===== config.mk =====
export PLATFORM = sky130hd
export DESIGN_NAME = bpm_menu
export DESIGN_NICKNAME = d
export VERILOG_FILES = /design/src/verilog/bpm_pkg.sv /design/src/verilog/bpm_menu.sv
export SDC_FILE = /design/constraint.sdc
export NUM_CORES = 1
export LEC_CHECK = 0
export CORE_ASPECT_RATIO = 0.5
export CORE_MARGIN = 4
export CORE_UTILIZATION = 65
export CTS_CLUSTER_SIZE = 10
export DETAILED_ROUTE_END_ITERATION = 12
export DONT_BUFFER_PORTS = 1
export PLACE_DENSITY = 0.85
export SYNTH_ARGS = -nofsm -noshare
export SYNTH_HDL_FRONTEND = slang
export SYNTH_SLANG_ARGS = --single-unit

===== constraint.sdc =====
create_clock -name mclk -period 9.75 [get_ports mclk]
set_input_delay 0.975 -clock mclk [delete_from_list [all_inputs] [get_ports mclk]]
set_output_delay 0.975 -clock mclk [all_outputs]
set_load 0.02 [all_outputs]

===== src/verilog/bpm_pkg.sv =====
// package: constants, types and structs for the button parameter menu
package bpm_pkg;

	// ****************************************
	// timing
	// ****************************************
	localparam int unsigned CLK_HZ       = 25_000_000;
	localparam int unsigned HOLD_S       = 10;
	localparam int unsigned HOLD_CYC     = HOLD_S * CLK_HZ;
	localparam int unsigned DEBOUNCE_US  = 10_000;
	localparam int unsigned DEBOUNCE_CYC = DEBOUNCE_US * (CLK_HZ / 1_000_000);
	localparam int unsigned FLASH_MS     = 500;
	localparam int unsigned FLASH_CYC    = FLASH_MS * (CLK_HZ / 1000);

	// ****************************************
	// parameter menu
	// ****************************************
	localparam int unsigned NPAR  = 10;
	localparam logic [3:0]  PIDX_MOTOR = 4'h1;
	localparam logic [3:0]  PIDX_JOY   = 4'h9;
	localparam logic [3:0]  VAL_DASH   = 4'hf;

	// display glyph codes, decoded to segments outside
	localparam logic [4:0] GLY_STEADY = 5'h1e;
	localparam logic [4:0] GLY_CAL    = 5'h1d;
	localparam logic [4:0] GLY_BLANK  = 5'h1f;
	localparam logic [4:0] GLY_DIGIT0 = 5'h00;

	typedef enum logic [6:0] {
		BPM_ST_HOLD   = 7'h01,
		BPM_ST_NORMAL = 7'h02,
		BPM_ST_PROG   = 7'h04,
		BPM_ST_CAL    = 7'h08,
		BPM_ST_SELF   = 7'h10,
		BPM_ST_DEFLT  = 7'h20,
		BPM_ST_DONE   = 7'h40
	} bpm_state_t;

	typedef struct packed {
		logic       we;
		logic [3:0] idx;
		logic [3:0] val;
	} bpm_pwr_t;

	typedef struct packed {
		logic       we;
		logic [7:0] min0;
		logic [7:0] max0;
		logic [7:0] ctr0;
		logic [7:0] min1;
		logic [7:0] max1;
		logic [7:0] ctr1;
	} bpm_cal_t;

endpackage


===== src/verilog/bpm_menu.sv =====
// button parameter menu: hold-at-reset entry, value edit, joystick calibration
`timescale 1ns/1ps

module bpm_menu #(
	parameter int unsigned HOLD_CYC     = bpm_pkg::HOLD_CYC,
	parameter int unsigned DEBOUNCE_CYC = bpm_pkg::DEBOUNCE_CYC,
	parameter int unsigned FLASH_CYC    = bpm_pkg::FLASH_CYC
) (
	input  wire logic             mclk,
	input  wire logic             rst_n,
	input  wire logic             clk_en,
	input  wire logic             prog_btn,
	input  wire logic             set_btn,
	input  wire logic [7:0]       joy_ch0,
	input  wire logic [7:0]       joy_ch1,
	input  wire logic [39:0]      nv_values,
	output logic [4:0]            disp_glyph,
	output logic                  run_normal,
	output logic                  self_test,
	output logic                  defaults_we,
	output bpm_pkg::bpm_pwr_t     par_wr,
	output bpm_pkg::bpm_cal_t     cal_wr
);

	// ****************************************
	// parameter tables
	// ****************************************
	localparam logic [3:0] MAXV [bpm_pkg::NPAR] =
		'{4'h3, 4'h1, 4'h5, 4'h5, 4'h2, 4'h1, 4'h7, 4'h4, 4'h4, 4'h0};
	localparam logic [4:0] LETTER [bpm_pkg::NPAR] =
		'{5'h10, 5'h11, 5'h12, 5'h13, 5'h14, 5'h15, 5'h16, 5'h17, 5'h18, 5'h19};

	// ****************************************
	// input sync and debounce
	// ****************************************
	logic [1:0] s1_q, s2_q, db_q, db_prev_q;
	logic [1:0] press;
	logic [31:0] dbc_q [2];

	genvar gi;
	generate
		for (gi = 0; gi < 2; gi++) begin : g_btn
			wire logic raw = (gi == 0) ? prog_btn : set_btn;
			always_ff @(posedge mclk) begin // no reset: a button held through reset counts
				if (clk_en) begin
					s1_q[gi] <= raw;
					s2_q[gi] <= s1_q[gi];
				end
			end
			always_ff @(posedge mclk or negedge rst_n) begin
				if (!rst_n) begin
					db_q[gi]      <= 1'b0;
					db_prev_q[gi] <= 1'b0;
					dbc_q[gi]     <= 32'h0;
				end else if (clk_en) begin
					db_prev_q[gi] <= db_q[gi];
					// a level must stand a full window before it counts
					if (s2_q[gi] == db_q[gi]) begin
						dbc_q[gi] <= 32'h0;
					end else if (dbc_q[gi] >= DEBOUNCE_CYC - 1) begin
						db_q[gi]  <= s2_q[gi];
						dbc_q[gi] <= 32'h0;
					end else begin
						dbc_q[gi] <= dbc_q[gi] + 32'h1;
					end
				end
			end
			assign press[gi] = db_q[gi] & ~db_prev_q[gi];
		end
	endgenerate

	wire logic prog_press = press[0];
	wire logic set_press  = press[1];
	// the raw synced level is used during hold so a debounce lag is not counted
	wire logic prog_lvl   = s2_q[0];
	wire logic set_lvl    = s2_q[1];

	// ****************************************
	// state
	// ****************************************
	bpm_pkg::bpm_state_t st_q, st_d;
	logic [31:0] hold_q;
	logic [1:0]  held_q;
	logic [3:0]  pidx_q;
	logic [3:0]  val_q;
	logic        dirty_q;
	logic [31:0] fl_q;
	logic        fl_phase_q;
	logic [7:0]  mn0_q, mx0_q, mn1_q, mx1_q;

	wire logic [1:0] held_now = {set_lvl, prog_lvl};
	wire logic       hold_done = hold_q >= HOLD_CYC - 1;
	wire logic       hold_lost = hold_q != 32'h0 && (held_now != held_q || held_q == 2'b00);
	wire logic [3:0] cur_max   = MAXV[pidx_q];
	wire logic       is_joy    = pidx_q == bpm_pkg::PIDX_JOY;
	wire logic [3:0] next_idx  = (pidx_q == 4'(bpm_pkg::NPAR - 1)) ? 4'h0 : pidx_q + 4'h1;
	wire logic [3:0] inc_val   = (val_q >= cur_max) ? 4'h0 : val_q + 4'h1;
	wire logic [3:0] next_val  = nv_values[next_idx * 4 +: 4];

	always_comb begin
		st_d = st_q;
		case (st_q)
			bpm_pkg::BPM_ST_HOLD: begin
				if (hold_lost) st_d = bpm_pkg::BPM_ST_NORMAL;
				else if (hold_done) begin
					case (held_q)
						2'b01:   st_d = bpm_pkg::BPM_ST_PROG;
						2'b10:   st_d = bpm_pkg::BPM_ST_SELF;
						default: st_d = bpm_pkg::BPM_ST_DEFLT;
					endcase
				end
			end
			bpm_pkg::BPM_ST_PROG:   if (set_press && is_joy) st_d = bpm_pkg::BPM_ST_CAL;
			bpm_pkg::BPM_ST_CAL:    if (prog_press) st_d = bpm_pkg::BPM_ST_PROG;
			bpm_pkg::BPM_ST_DEFLT:  st_d = bpm_pkg::BPM_ST_DONE;
			bpm_pkg::BPM_ST_NORMAL: st_d = bpm_pkg::BPM_ST_NORMAL;
			bpm_pkg::BPM_ST_SELF:   st_d = bpm_pkg::BPM_ST_SELF;
			bpm_pkg::BPM_ST_DONE:   st_d = bpm_pkg::BPM_ST_DONE;
			default:                st_d = bpm_pkg::BPM_ST_NORMAL;
		endcase
	end

	always_ff @(posedge mclk or negedge rst_n) begin
		if (!rst_n) begin
			st_q   <= bpm_pkg::BPM_ST_HOLD;
			hold_q <= 32'h0;
			held_q <= 2'b00;
		end else if (clk_en) begin
			st_q <= st_d;
			if (st_q == bpm_pkg::BPM_ST_HOLD) begin
				hold_q <= hold_q + 32'h1;
				if (hold_q == 32'h0) held_q <= held_now;
			end
		end
	end

	// ****************************************
	// menu value, edit flag, calibration capture
	// ****************************************
	wire logic enter_prog = st_q == bpm_pkg::BPM_ST_HOLD && st_d == bpm_pkg::BPM_ST_PROG;
	wire logic adv        = st_q == bpm_pkg::BPM_ST_PROG && prog_press;
	wire logic incr       = st_q == bpm_pkg::BPM_ST_PROG && set_press && !is_joy;
	wire logic cal_start  = st_q == bpm_pkg::BPM_ST_PROG && st_d == bpm_pkg::BPM_ST_CAL;
	wire logic cal_save   = st_q == bpm_pkg::BPM_ST_CAL && prog_press;

	always_ff @(posedge mclk or negedge rst_n) begin
		if (!rst_n) begin
			pidx_q  <= 4'h0;
			val_q   <= 4'h0;
			dirty_q <= 1'b0;
		end else if (clk_en) begin
			if (enter_prog) begin
				pidx_q <= 4'h0;
				val_q  <= nv_values[3:0];
			end else if (adv || cal_save) begin
				pidx_q  <= next_idx;
				val_q   <= next_val;
				dirty_q <= 1'b0;
			end else if (incr) begin
				val_q   <= inc_val;
				dirty_q <= 1'b1;
			end
		end
	end

	always_ff @(posedge mclk or negedge rst_n) begin
		if (!rst_n) begin
			mn0_q <= 8'hff;
			mx0_q <= 8'h00;
			mn1_q <= 8'hff;
			mx1_q <= 8'h00;
		end else if (clk_en) begin
			if (cal_start) begin
				mn0_q <= joy_ch0;
				mx0_q <= joy_ch0;
				mn1_q <= joy_ch1;
				mx1_q <= joy_ch1;
			end else if (st_q == bpm_pkg::BPM_ST_CAL) begin
				if (joy_ch0 < mn0_q) mn0_q <= joy_ch0;
				if (joy_ch0 > mx0_q) mx0_q <= joy_ch0;
				if (joy_ch1 < mn1_q) mn1_q <= joy_ch1;
				if (joy_ch1 > mx1_q) mx1_q <= joy_ch1;
			end
		end
	end

	// ****************************************
	// write strobes; the running config reads flash only at reset
	// ****************************************
	always_ff @(posedge mclk or negedge rst_n) begin
		if (!rst_n) begin
			par_wr      <= '0;
			cal_wr      <= '0;
			defaults_we <= 1'b0;
		end else if (clk_en) begin
			par_wr.we   <= adv && dirty_q;
			par_wr.idx  <= pidx_q;
			par_wr.val  <= val_q;
			cal_wr.we   <= cal_save;
			cal_wr.min0 <= mn0_q;
			cal_wr.max0 <= mx0_q;
			cal_wr.ctr0 <= joy_ch0;
			cal_wr.min1 <= mn1_q;
			cal_wr.max1 <= mx1_q;
			cal_wr.ctr1 <= joy_ch1;
			defaults_we <= st_q == bpm_pkg::BPM_ST_DEFLT;
		end
	end

	// ****************************************
	// display: alternate letter and value, or letter and CAL glyph in calibration, no blank between
	// ****************************************
	always_ff @(posedge mclk or negedge rst_n) begin
		if (!rst_n) begin
			fl_q       <= 32'h0;
			fl_phase_q <= 1'b0;
		end else if (clk_en) begin
			if (enter_prog || adv || cal_start || cal_save || fl_q >= FLASH_CYC - 1) begin
				fl_q       <= 32'h0;
				fl_phase_q <= (enter_prog || adv || cal_start || cal_save) ? 1'b0 : ~fl_phase_q;
			end else begin
				fl_q <= fl_q + 32'h1;
			end
		end
	end

	wire logic [4:0] val_glyph = (is_joy) ? {1'b0, bpm_pkg::VAL_DASH}
		: bpm_pkg::GLY_DIGIT0 + {1'b0, val_q};
	wire logic [4:0] prog_glyph = fl_phase_q ? val_glyph : LETTER[pidx_q];
	wire logic [4:0] cal_glyph  = fl_phase_q ? bpm_pkg::GLY_CAL : LETTER[pidx_q];
	wire logic [4:0] glyph_d    =
		(st_q == bpm_pkg::BPM_ST_HOLD && held_q != 2'b00) ? bpm_pkg::GLY_STEADY :
		(st_q == bpm_pkg::BPM_ST_PROG) ? prog_glyph :
		(st_q == bpm_pkg::BPM_ST_CAL)  ? cal_glyph : bpm_pkg::GLY_BLANK;

	always_ff @(posedge mclk or negedge rst_n) begin
		if (!rst_n) begin
			disp_glyph <= bpm_pkg::GLY_BLANK;
			run_normal <= 1'b0;
			self_test  <= 1'b0;
		end else if (clk_en) begin
			disp_glyph <= glyph_d;
			run_normal <= st_q == bpm_pkg::BPM_ST_NORMAL;
			self_test  <= st_q == bpm_pkg::BPM_ST_SELF;
		end
	end

	// ****************************************
	// checks
	// ****************************************
	prog_stays_a: assert property (@(posedge mclk) disable iff (!rst_n)
		st_q == bpm_pkg::BPM_ST_PROG |=> st_q inside {bpm_pkg::BPM_ST_PROG, bpm_pkg::BPM_ST_CAL})
		else $error("left programming without reset");
	write_clean_a: assert property (@(posedge mclk) disable iff (!rst_n)
		clk_en && adv && !dirty_q |=> !par_wr.we)
		else $error("write without edit");
	wrap_zero_a: assert property (@(posedge mclk) disable iff (!rst_n)
		clk_en && incr && val_q == cur_max |=> val_q == 4'h0)
		else $error("value did not wrap");
	val_bound_a: assert property (@(posedge mclk) disable iff (!rst_n)
		st_q == bpm_pkg::BPM_ST_PROG && pidx_q == bpm_pkg::PIDX_MOTOR && dirty_q |-> val_q <= 4'h1)
		else $error("motor mode beyond open loop");
	cal_order_a: assert property (@(posedge mclk) disable iff (!rst_n)
		st_q == bpm_pkg::BPM_ST_CAL && $past(st_q) == bpm_pkg::BPM_ST_CAL
		|-> mn0_q <= mx0_q && mn1_q <= mx1_q)
		else $error("calibration min above max");
	cal_save_a: assert property (@(posedge mclk) disable iff (!rst_n)
		clk_en && cal_save |=> cal_wr.we && cal_wr.ctr0 == $past(joy_ch0))
		else $error("calibration not saved");
	steady_hold_a: assert property (@(posedge mclk) disable iff (!rst_n)
		clk_en && st_q == bpm_pkg::BPM_ST_HOLD && held_q == 2'b01
		|=> disp_glyph == bpm_pkg::GLY_STEADY)
		else $error("hold pattern missing");
	early_rel_a: assert property (@(posedge mclk) disable iff (!rst_n)
		clk_en && st_q == bpm_pkg::BPM_ST_HOLD && hold_q != 32'h0 && hold_lost
		|=> st_q == bpm_pkg::BPM_ST_NORMAL)
		else $error("release did not abandon entry");
	one_press_a: assert property (@(posedge mclk) disable iff (!rst_n)
		clk_en && press[0] |=> !press[0])
		else $error("double press pulse");

endmodule


-- Yosys cells after proc, flatten, opt, wreduce, memory -nomap -nowiden
Memories as Yosys holds them, arrays and structs flattened.
Index checks and enable logic that the tools add are counted.
- memories: 2
- logic and storage cells: 164
- output and inout bits: 66
- ROM bits: 144
- bits in registers: 253
- input bits: 61
- reduce and logical (&&, ||, !) cells: 42
- equality and inequality tests: 15
- shift operators: 1
- muxes and demuxes: 43
- $lt $le $gt $ge: 10
- bitwise operators: 9
- add/subtract/negate cells: 6
- memory list (name ; words ; bits a word ; rd ports ; clocked after memory_dff ; write ports ; line ; source):
    (name not given) ; 16 ; 5 ; 1 ; 0 ; 0 ; bpm_menu.sv:230 ; wire logic [4:0] cal_glyph = fl_phase_q ? bpm_pkg::GLY_CAL : LETTER[pidx_q];
    (name not given) ; 16 ; 4 ; 1 ; 0 ; 0 ; bpm_menu.sv:94 ; wire logic [3:0] cur_max = MAXV[pidx_q];
- operators with widths (kind ; count):
    $mux 32 ; 5
    $add 32x1->32 const B ; 4
    $mux 8 ; 12
    $ge 32x18->1 const B ; 2
    $mux 4 ; 10
    $shiftx 40x7->4 ; 1
    $mux 5 ; 7
    $pmux 7 s5 ; 1
    $ge 32x24->1 const B ; 1
    $ge 32x28->1 const B ; 1
    $logic_not 32->1 ; 1
    $reduce_bool 32->1 ; 1
    $mux 7 ; 4
    $reduce_and 3->1 ; 8
    $gt 8x8->1 ; 2
    $lt 8x8->1 ; 2
    $reduce_bool 2->1 ; 8
    $eq 7x3->1 const B ; 2
    $eq 7x4->1 const B ; 2
    $pmux 6 s2 ; 1
    $logic_and 1x1->1 ; 10
    $add 4x1->4 const B ; 2
    $reduce_and 2->1 ; 4
    $eq 7x1->1 const B ; 1
    other kinds (20) ; 34

-- Longest topological paths before layout
Gate-level depths: netlist of run 1.
- depth in word-level cells: 12
- mapped depth: 13

-- Worst setup path after synthesis of run 1
OpenSTA, ideal clock, no wires.
- path kind: register -> register
- start: register pidx_q[0]
- end: register val_q[3]
- stages on the path, launching flop included: 14
- buffers on the path: 2
- arrival time: 3198 ps
- data required time: 9640 ps
- slack: 6442 ps
- path through: dfrtp_1 > buf_1 > clkbuf_1 > inv_1 > ha_1 > inv_1 > a21oi_1 > ha_1 > nand2b_1 > a21o_1 > a211oi_1 > and4_1 > nor3_1 > o41ai_1
- longest elaborated chain between the ends: 9
- elaborated cells on any way between the ends: 22
- those cells by class: add/sub: 1; order compare: 1; eq/ne: 2; shift: 1; mux: 9; bitwise: 1; reduce/logical: 6; memory: 1
- ends and longest elaborated chain (what ; line ; source):
    from (decl) ; bpm_menu.sv:84 ; logic [3:0] pidx_q;
    from (signal assigned) ; bpm_menu.sv:156 ; pidx_q <= next_idx;
    $not 4->5 (not written as such) ; bpm_menu.sv:94 ;
    $mem_v2 16x4 ; n/a ;
    $mux 4 (not written as such) (2 in series) ; bpm_menu.sv:94 ;
    $ge 4x4->1 ; bpm_menu.sv:97 ; wire logic [3:0] inc_val = (val_q >= cur_max) ? 4'h0 : val_q + 4'h1;
    $mux 4 ; bpm_menu.sv:97 ;
    $mux 4 ; bpm_menu.sv:159 ; end else if (incr) begin
    $mux 4 ; bpm_menu.sv:155 ; end else if (adv || cal_save) begin
    $mux 4 ; bpm_menu.sv:152 ; if (enter_prog) begin
    to (signal assigned) ; bpm_menu.sv:154 ; val_q <= nv_values[3:0];
    to (signal assigned) ; bpm_menu.sv:157 ; val_q <= next_val;
    to (signal assigned) ; bpm_menu.sv:160 ; val_q <= inc_val;
    to (decl) ; bpm_menu.sv:85 ; logic [3:0] val_q;
Parallel ways exist; a longest one is shown, timed or not. The select of a mux whose other input is x is not followed.
A chain may end at the register's enable or synchronous reset.

-- Worst setup path after layout of run 1
Same ends and word-level chain as after synthesis.

==> impl_metrics.csv, run 1 <==
group,metric,value,unit
floorplan,die_area,22100,um2
worst_hold_path,hold_class,"input pin to async pin",
route,post_drt_wl_per_cell,18.4,um
yosys,netlist_instances,1169,
place,io_buffers,0,
place,hpwl,17.6,mm
grt,gr-total-overflow,0,
power_and_ir_drop,leakage,6.19,nW
yosys,syn_area_per_cell,10.9,um2
sta,setup_violations,0,
layout,fin_nets,1270,
worst_setup_path,critPathLaunchType,"flip-flop",
cts,insertion_delay,0.53,ns
yosys,synth.net_count,1275,
worst_setup_path,crit_type,"flip-flop to flip-flop",
cts,clk_pin_slew,0.06,ns
floorplan,initial_utilization,67.9,%
route,num_vias,8989,
worst_setup_path,setup.worst_path.end,"val_q[3]$_DFFE_PN0P_",
worst_setup_path,path_max_fanout,24,
route,drtAntennaViolNets,0,
power_and_ir_drop,swShare,22.5,%
cts,cts_setup_buffers,0,
route,post-route-drc-count,0,
layout,num_antenna_cells,0,
grt,track_usage,24.3,%
worst_setup_path,r2r_end,"val_q[3]$_DFFE_PN0P_",
cts,cts_tree,"yes",
power_and_ir_drop,p_int,1.68,mW
power_and_ir_drop,switchingPower,0.487,mW
floorplan,io_pins,127,
cts,cts_resized,0,
cts,ctsHoldBuffers,0,
layout,post-route-util,73.1,%
power_and_ir_drop,power,2.17,mW
power_and_ir_drop,clkPwrFrac,44.1,%
cts,cts_buffer_depth,3,
yosys,yosys_warnings,0,
worst_setup_path,worst_ep_arrival_time,3.83,ns
floorplan,die_h,107,um
cts,clockRootBuffer,"clkbuf_16",
yosys,async_reset_ff_share,98.4,%
yosys,synth-edff-count,4,
power_and_ir_drop,share_comb_of_total_power,4.1,%
worst_setup_path,r2r_slack,6.34,ns
cts,htreeDepth,1,
cts,cts_made_buffers,29,
sta,final.period_utilization,35.0,%
grt,grt_pass1_vias,8855,
layout,final_common_cell,"dfrtp_1",
worst_setup_path,cp_data_required_time,10.16,ns
sta,hold_viol_final,0,
worst_setup_path,critPathCaptureType,"flip-flop",
status,status,"finished, final reports clean",
worst_setup_path,reg2regPathDepth,11,
grt,grt_pass1_wl,44.7,mm
yosys,ys_seq_area_share,49.9,%
sta,fin_crit,3.41,ns
layout,final.fill_count,1226,
grt,grt_max_degree,250,
sta,rsz0062_at_grt,"no",
layout,final_cell_mix,"dfrtp_1, mux2_2, nor2_1",
yosys,synth-seq-cells,253,
yosys,synth_ff_type,"dfrtp_1",
yosys,syn-cell-area,12800,um2
flow_run,cap_violations,0,
floorplan,placementRows,35,
sta,setup_tns,0,ns
route,routed_wl,26.6,mm
place,globalplace.congestion,0.912,
sta,fin_worst_skew,0.00987,ns
floorplan,die_width,206,um
route,drt-initial-drc-count,784,
worst_setup_path,cpMaxStageDelayCell,"dfrtp_1",
route,viasPerCell,6.22,
sta,maxSlewHeadroom,40.4,%
worst_setup_path,crit_start,"pidx_q[0]$_DFFE_PN0P_",
sta,slew_violations,0,
grt,antenna_found_initial,1,
worst_setup_path,crit_chain,"inv_1 -> ha_1 -> inv_1 -> a21oi_1 -> ha_1 -> nand2b_1 -> a21o_1 -> a211oi_1 -> and4_1 -> nor3_1 -> o41ai_1",
cts,cts_sinks,253,
power_and_ir_drop,power.density,158,nW/um2
sta,fmax,0.293,GHz
layout,area_growth,7.67,%
worst_setup_path,r2r-start,"pidx_q[0]$_DFFE_PN0P_",
layout,drive_gt1_share,14.3,%
floorplan,core,18800,um2
power_and_ir_drop,peakVddDrop,0.132,mV
sta,worst_pin_slew,0.894,ns
route,drt_first_pass_iters,5,
power_and_ir_drop,pwr-share-seq,51.8,%
worst_setup_path,max_stage_delay,0.93,ns
yosys,synth.distinct_cells,84,
-- worst min path at each step --
stage                            startpoint                     end  slack [ns]  depth (start not counted)
after global placement    s1_q[0]$_DFFE_PP_      prog_lvl$_DFFE_PP_        0.41                          0
after CTS                             rst_n  cal_wr[34]$_DFFE_PN0P_        0.13                          0
after global routing                  rst_n  cal_wr[34]$_DFFE_PN0P_        0.12                          0
final                                 rst_n  cal_wr[34]$_DFFE_PN0P_        0.14                          0
after detailed placement  s1_q[1]$_DFFE_PP_       set_lvl$_DFFE_PP_        0.41                          0
after floorplan           s1_q[0]$_DFFE_PP_      prog_lvl$_DFFE_PP_        0.40                          0
-- sequential cells by signal, summed over array words and instances (netlist names), 2 cells and up --
register,count
disp_glyph,5
mn1_q,8
par_wr,9
s1_q,2
val_q,4
fl_q,32
mx1_q,8
pidx_q,4
dbc_q,64
held_q,2
db_prev_q,2
db_q,2
mx0_q,8
cal_wr,49
mn0_q,8
st_q,7
hold_q,32
-- synthesized netlist by cell type, types with 14 or more instances --
master / instances / area (um2)
nor2b_1: 40 / 250
dfrtp_1: 227 / 5680
nand2b_1: 23 / 144
nand3_1: 45 / 225
mux2i_1: 14 / 140
xor2_1: 30 / 263
nor3_1: 16 / 80.1
ha_1: 45 / 563
o21ai_0: 35 / 175
clkbuf_1: 16 / 60.1
a211oi_1: 15 / 113
dfstp_2: 22 / 578
nor4_1: 26 / 163
and3_1: 27 / 169
nor2_1: 76 / 285
a21oi_1: 44 / 220
inv_1: 66 / 248
nand2_1: 65 / 244
mux2_2: 85 / 957
a31oi_1: 30 / 188
xnor2_1: 33 / 289
-- cells by family (layout without fill, tap and decap cells) --
family                   after synthesis  after routing  share of synthesized area [%]
buffers and inverters                104            121                           3.34
AND/OR/NAND/NOR                      387            387                           17.1
adder cells (fa/ha/maj)               45             45                           4.40
multiplexers                         112            112                           9.90
XOR/XNOR                              63             63                           4.31
flip-flops                           253            253                           49.9
AO/OA/AOI/OAI                        205            205                           11.1
-- worst max-delay path: cells and delay by family, from the launching register on --
| kind | cells | cell delay (ns) |
|---|---|---|
| buf+inv | 2 | 0.18 |
| fa+ha+maj | 2 | 0.63 |
| simple gates | 3 | 0.45 |
| flops | 1 | 0.93 |
| compound gates | 4 | 1.10 |
-- area by class of cell --
class,instances,area [um2],area share [%]
Sequential cell,253,6380,46.3
Tap cell,259,324,2.35
Clock inverter,1,8.76,0.0636
Inverter,66,248,1.80
Timing Repair Buffer,2,15.0,0.109
Clock buffer,52,812,5.90
Multi-Input combinational cell,812,5990,43.5
-- through the flow --
stage          cell area (um2)  setup slack [ns]  hold slack (ns)  cells
2_1_floorplan            12800              6.44            0.400   1169
3_3_place_gp             13000              6.52            0.407   1392
3_5_place_dp             13000              6.39            0.411   1392
4_1_cts                  13800              6.34            0.129   1445
5_1_grt                  13800              6.04            0.119   1445
6_report                 13800              6.34            0.142   1445
-- metal layers --
layer / wire [um] / vias up / track usage, %
met5: 13 / - / 0
met4: 615 / 2 / 6.02
met3: 1640 / 66 / 5.38
met2: 12900 / 257 / 39.6
met1: 11400 / 4455 / 33.4
li1: - / 4209 / -
-- power by group through the flow --
stage	clock network, mW	logic, mW	registers, mW
3_3_place_gp	0	0.0811	1.14
3_5_place_dp	0	0.0862	1.14
2_1_floorplan	0	0.0839	1.13
5_1_grt	1.02	0.102	1.13
4_1_cts	0.971	0.0894	1.12
6_report	0.957	0.0896	1.12
(Power assumes the default switching activity.)
==> run 2: changes to the inputs <==
--- a/config.mk
+++ b/config.mk
@@ -7,11 +7,11 @@
 export LEC_CHECK = 0
 export CORE_ASPECT_RATIO = 0.5
 export CORE_MARGIN = 4
-export CORE_UTILIZATION = 65
+export CORE_UTILIZATION = 58
 export CTS_CLUSTER_SIZE = 10
 export DETAILED_ROUTE_END_ITERATION = 12
 export DONT_BUFFER_PORTS = 1
-export PLACE_DENSITY = 0.85
+export PLACE_DENSITY = 0.8
 export SYNTH_ARGS = -nofsm -noshare
 export SYNTH_HDL_FRONTEND = slang
 export SYNTH_SLANG_ARGS = --single-unit
==> constraint.sdc (replaced) <==
create_clock -name mclk -period 3 [get_ports mclk]
set_input_delay 0.3 -clock mclk [delete_from_list [all_inputs] [get_ports mclk]]
set_output_delay 0.3 -clock mclk [all_outputs]
set_load 0.02 [all_outputs]
==> run 2 against run 1 <==
Against the previous run:
- the run now ends with hold timing left
- clock power grew to 3.3 times the previous value
- global-route usage is 1.4 points lower
- setup slack worse by 6.2 ns
- total power grew to 3.3 times the previous value
- worst hold slack worse by 0.69 ns
- largest power group unchanged
- critical endpoint is now mn1_q[1]$_DFFE_PN1P_
==> impl_metrics.csv, run 2 (synthesis gave the netlist of run 1 again) <==
group,metric,value,unit
status,status,"finished, violations left",
status,violations,"hold timing",
sta,fin_crit,2.81,ns
layout,fin_nets,1315,
cts,cts_sinks,253,
floorplan,die_area,24600,um2
sta,setup_tns,0,ns
layout,final_cell_mix,"dfrtp_1, mux2_2, nor2_1",
cts,insertion_delay,0.55,ns
floorplan,core,21700,um2
sta,holdWs,-0.546,ns
layout,final_common_cell,"dfrtp_1",
grt,grt_max_degree,250,
route,post_drt_wl_per_cell,18.4,um
power_and_ir_drop,power.density,501,nW/um2
sta,maxSlewHeadroom,43.2,%
cts,cts_tree,"yes",
sta,worst_pin_slew,0.852,ns
sta,fin_worst_skew,0.0258,ns
route,drt_first_pass_iters,5,
cts,cts_setup_buffers,0,
place,globalplace.congestion,0.865,
worst_setup_path,path_max_fanout,8,
layout,area_growth,11.6,%
layout,max_flop_register,"dbc_q",
worst_setup_path,worst_ep_arrival_time,3.27,ns
route,drtAntennaViolNets,0,
cts,clockRootBuffer,"clkbuf_16",
sta,rsz0062_at_grt,"no",
cts,ctsHoldBuffers,39,
cts,cts_made_buffers,29,
grt,antenna_found_initial,1,
cts,clk_pin_slew,0.06,ns
sta,hold_viol_final,233,
grt,grt_pass1_wl,47.0,mm
sta,final.period_utilization,93.8,%
sta,slew_violations,0,
floorplan,io_pins,127,
power_and_ir_drop,peakVddDrop,0.408,mV
worst_setup_path,critPathCaptureType,"flip-flop",
cts,cts_buffer_depth,3,
sta,fmax,0.355,GHz
place,io_buffers,0,
power_and_ir_drop,power,7.15,mW
route,viasPerCell,6.00,
power_and_ir_drop,leakage,6.42,nW
worst_setup_path,crit_type,"flip-flop to flip-flop",
sta,setup_violations,0,
grt,grt_pass1_vias,9145,
layout,drive_gt1_share,14.5,%
route,drt-initial-drc-count,712,
flow_run,cap_violations,0,
grt,gr-total-overflow,0,
floorplan,initial_utilization,59.0,%
route,num_vias,9182,
floorplan,die_width,218,um
worst_hold_path,hold_class,"input pin to async pin",
grt,track_usage,22.9,%
layout,top_regs,"dbc_q (64), cal_wr (49)",
cts,htreeDepth,1,
route,routed_wl,28.2,mm
worst_setup_path,cp_data_required_time,3.46,ns
worst_setup_path,critPathLaunchType,"flip-flop",
floorplan,placementRows,38,
route,post-route-drc-count,0,
cts,cts_resized,0,
floorplan,die_h,113,um
place,hpwl,17.8,mm
layout,largest_reg_flops,64,
[run 2: cell count changes in the layout (fill, tap and decap cells not counted)]
cell,before,now
dlygate4sd3_1,0,38
buf_4,2,8
clkbuf_1,23,21
a211oi_1,15,14
a211oi_2,1,2
buf_16,0,1
diode_2,0,1
[run 2: path summary, 6_finish.rpt]
kind | endpoint | slack (ns) | depth (start not counted) | startpoint
setup / recovery | mn1_q[1]$_DFFE_PN1P_ | 0.19 | 8 | pidx_q[1]$_DFFE_PN0P_
hold / removal | fl_q[25]$_DFFE_PN0P_ | -0.55 | 0 | rst_n
max in group asynchronous | cal_wr[26]$_DFFE_PN0P_ | 2.82 | 0 | rst_n
hold reg to reg | prog_lvl$_DFFE_PP_ | 0.42 | 0 | s1_q[0]$_DFFE_PP_
min in group mclk | st_q[0]$_DFFE_PN1P_ | 0.08 | 3 | clk_en
setup reg to reg | mn1_q[1]$_DFFE_PN1P_ | 0.19 | 8 | pidx_q[1]$_DFFE_PN0P_
[run 2: critical path, cell delays in order, from the launching register on]
cell      delay (ns)
dfrtp_1         0.45
inv_1           0.10
ha_1            0.21
and3b_1         0.25
nand3b_1        0.26
nor2_2          0.38
o211ai_2        0.21
a21oi_2         0.46
mux2_2          0.40
[run 2: power breakdown]
part | internal (mW) | switching, mW | leakage (nW)
combinational | 0.170 | 0.190 | 2.73
sequential | 3.52 | 0.139 | 3.31
clock | 1.80 | 1.34 | 0.387
[run 2: through the flow]
step	cells	utilization (%)	cell area [um2]	setup WS, ns
floorplan	1169	-	12800	0.0608
global placement	1439	60.2	13100	0.373
detailed placement	1439	60.2	13100	0.251
CTS	1529	65.8	14300	0.209
global route	1530	65.8	14300	0.0299
finish	1530	65.8	14300	0.186
[run 2: final cells by class]
cell class | instances | area, um2
diodes | 1 | 2.50
clock buffers | 50 | 805
clock inverters | 1 | 8.76
fillers | 1640 | 7400
inverters | 66 | 248
multi-input cells | 812 | 5990
flip-flops and latches | 253 | 6380
well taps | 300 | 375
repair buffers | 47 | 468
[run 2: metal layers]
metal | track usage [%] | vias to the layer above | wire [um]
met5 | 0 | - | 0
met4 | 5.55 | 0 | 618
met3 | 5.04 | 53 | 1670
met2 | 37.5 | 239 | 13400
met1 | 31.6 | 4597 | 12500
li1 | - | 4293 | -
==> run 3: changes to the inputs <==
--- a/config.mk
+++ b/config.mk
@@ -5,13 +5,13 @@
 export SDC_FILE = /design/constraint.sdc
 export NUM_CORES = 1
 export LEC_CHECK = 0
+export BUFFER_PORTS_ARGS = -buffer_cell sky130_fd_sc_hd__buf_4
 export CORE_ASPECT_RATIO = 0.5
 export CORE_MARGIN = 4
-export CORE_UTILIZATION = 58
+export CORE_UTILIZATION = 54
 export CTS_CLUSTER_SIZE = 10
 export DETAILED_ROUTE_END_ITERATION = 12
-export DONT_BUFFER_PORTS = 1
-export PLACE_DENSITY = 0.8
+export PLACE_DENSITY = 0.81
 export SYNTH_ARGS = -nofsm -noshare
 export SYNTH_HDL_FRONTEND = slang
 export SYNTH_SLANG_ARGS = --single-unit
==> run 3 against run 2 <==
Against the previous run:
- setup slack improved by 0.064 ns
- die area increased by 7.0%
- maximum frequency increased by 2.3%
- the run now ends clean
- via count increased by 4.7%
- largest power group unchanged
- highest routed layer unchanged
- core utilization decreased by 0.73 points
- clock-buffer cell count decreased by 1
- sequential share of layout area decreased by 2.1 points
==> impl_metrics.csv, run 3 (synthesis gave the netlist of run 1 again) <==
group,metric,value,unit
status,status,"finished, final reports clean",
grt,track_usage,22.2,%
layout,top_regs,"dbc_q (64), cal_wr (49)",
route,drtAntennaViolNets,0,
worst_setup_path,critPathLaunchType,"flip-flop",
worst_hold_path,min-delay-start,"joy_ch0[1]",
cts,cts_tree,"yes",
power_and_ir_drop,peakVddDrop,0.446,mV
layout,seqCellArea,6380,um2
layout,multiInputGateArea,5990,um2
layout,final.fill_count,1771,
cts,insertion_delay,0.55,ns
worst_setup_path,critPathCaptureType,"flip-flop",
floorplan,die_area,26400,um2
sta,setup_violations,0,
layout,num_antenna_cells,0,
floorplan,initial_utilization,55.5,%
place,globalplace.congestion,0.898,
worst_setup_path,r2r-start,"pidx_q[1]$_DFFE_PN0P_",
floorplan,core,23000,um2
sta,maxSlewHeadroom,43.6,%
sta,hold_viol_final,0,
sta,slew_violations,0,
layout,area_growth,17.2,%
cts,cts_resized,0,
route,num_vias,9609,
route,post-route-drc-count,0,
layout,final_common_cell,"dfrtp_1",
route,viasPerCell,5.87,
sta,final.period_utilization,91.7,%
route,post_drt_wl_per_cell,17.7,um
grt,grt_pass1_wl,48.6,mm
layout,finalNonFillerCells,1638,
floorplan,placementRows,39,
grt,grt_pass1_vias,9774,
place,io_buffers,126,
worst_setup_path,worst_ep_arrival_time,3.21,ns
cts,cts_buffer_depth,3,
floorplan,io_pins,127,
layout,drive_gt1_share,23.7,%
cts,cts_made_buffers,29,
worst_setup_path,crit_start,"pidx_q[1]$_DFFE_PN0P_",
power_and_ir_drop,power.density,488,nW/um2
cts,cts_sinks,253,
sta,fin_worst_skew,0.0172,ns
grt,gr-total-overflow,0,
sta,fmax,0.364,GHz
worst_hold_path,hold_class,"input pin to flip-flop",
sta,rsz0062_at_grt,"no",
sta,fin_crit,2.75,ns
route,drt_first_pass_iters,5,
layout,largest_reg_flops,64,
sta,worst_pin_slew,0.838,ns
place,hpwl,20.2,mm
layout,fin_nets,1417,
route,routed_wl,29.0,mm
grt,antenna_found_initial,0,
route,drt-initial-drc-count,619,
worst_setup_path,cp_data_required_time,3.46,ns
power_and_ir_drop,leakage,6.94,nW
flow_run,cap_violations,0,
cts,htreeDepth,1,
layout,max_flop_register,"dbc_q",
sta,setup_tns,0,ns
grt,grt_max_degree,108,
worst_setup_path,crit_type,"flip-flop to flip-flop",
floorplan,die_width,226,um
place,dpl.cell_count,1583,
cts,clk_pin_slew,0.06,ns
layout,final_cell_mix,"dfrtp_1, buf_4, mux2_2",
cts,clockRootBuffer,"clkbuf_16",
worst_setup_path,path_max_fanout,8,
floorplan,die_h,117,um
run 3: worst max-delay path, stage by stage (launching register included):
cell and delay [ns]:
dfrtp_1 0.46, inv_1 0.12, ha_1 0.21, and3b_1 0.26
nand3b_1 0.24, nor2_2 0.19, buf_4 0.18, o211ai_2 0.16
a21oi_2 0.47, mux2_2 0.40
run 3: stage by stage:
stage / cell area [um2] / power, mW / setup WS, ns / utilization, % / hold WS (ns)
finish: 15000 / 7.32 / 0.250 / 65.1 / 0.0275
global route: 15000 / 7.63 / 0.0832 / 65.1 / 0.0142
CTS: 15000 / 7.39 / 0.296 / 65.1 / 0.000816
detailed placement: 14100 / 4.23 / 0.279 / 61.4 / 0.409
global placement: 14100 / 4.20 / 0.433 / 61.4 / 0.397
floorplan: 12800 / 3.95 / 0.0608 / - / 0.00441
run 3: path summary, 6_finish.rpt:
| kind | cells after the start | slack, ns | endpoint |
|---|---|---|---|
| worst max-delay path | 9 | 0.25 | mn1_q[0]$_DFFE_PN1P_ |
| worst min-delay path | 2 | 0.03 | mx0_q[1]$_DFFE_PN0P_ |
| worst max register to register | 9 | 0.25 | mn1_q[0]$_DFFE_PN1P_ |
| worst min register to register | 0 | 0.43 | prog_lvl$_DFFE_PP_ |
| max in group asynchronous | 3 | 1.74 | disp_glyph[3]$_DFFE_PN1P_ |
| min in group asynchronous | 2 | 0.39 | cal_wr[34]$_DFFE_PN0P_ |
run 3: power breakdown:
part / total, mW / switching, mW / internal [mW] / leakage [nW]
clock network: 3.13 / 1.33 / 1.80 / 0.390
registers: 3.62 / 0.102 / 3.52 / 3.31
logic: 0.566 / 0.323 / 0.244 / 3.24
run 3: cell type report:
type | count | share of cell area, %
Sequential cell | 253 | 42.5
Multi-Input combinational cell | 812 | 39.9
Timing Repair Buffer | 149 | 7.85
Clock buffer | 49 | 5.34
Tap cell | 307 | 2.56
Inverter | 66 | 1.65
Clock inverter | 2 | 0.117
run 3: repair_timing:
action	CTS	global route
hold endpoints to repair	87	0
buffers inserted	0	0
hold buffers	4	0
run 3: per-layer routing:
layer / vias up / share of wire, % / track usage [%]
li1: 4505 / - / -
met1: 4798 / 44 / 30.1
met2: 245 / 48 / 37.1
met3: 61 / 5.4 / 4.76
met4: 0 / 2.3 / 5.67
met5: - / 0 / 0
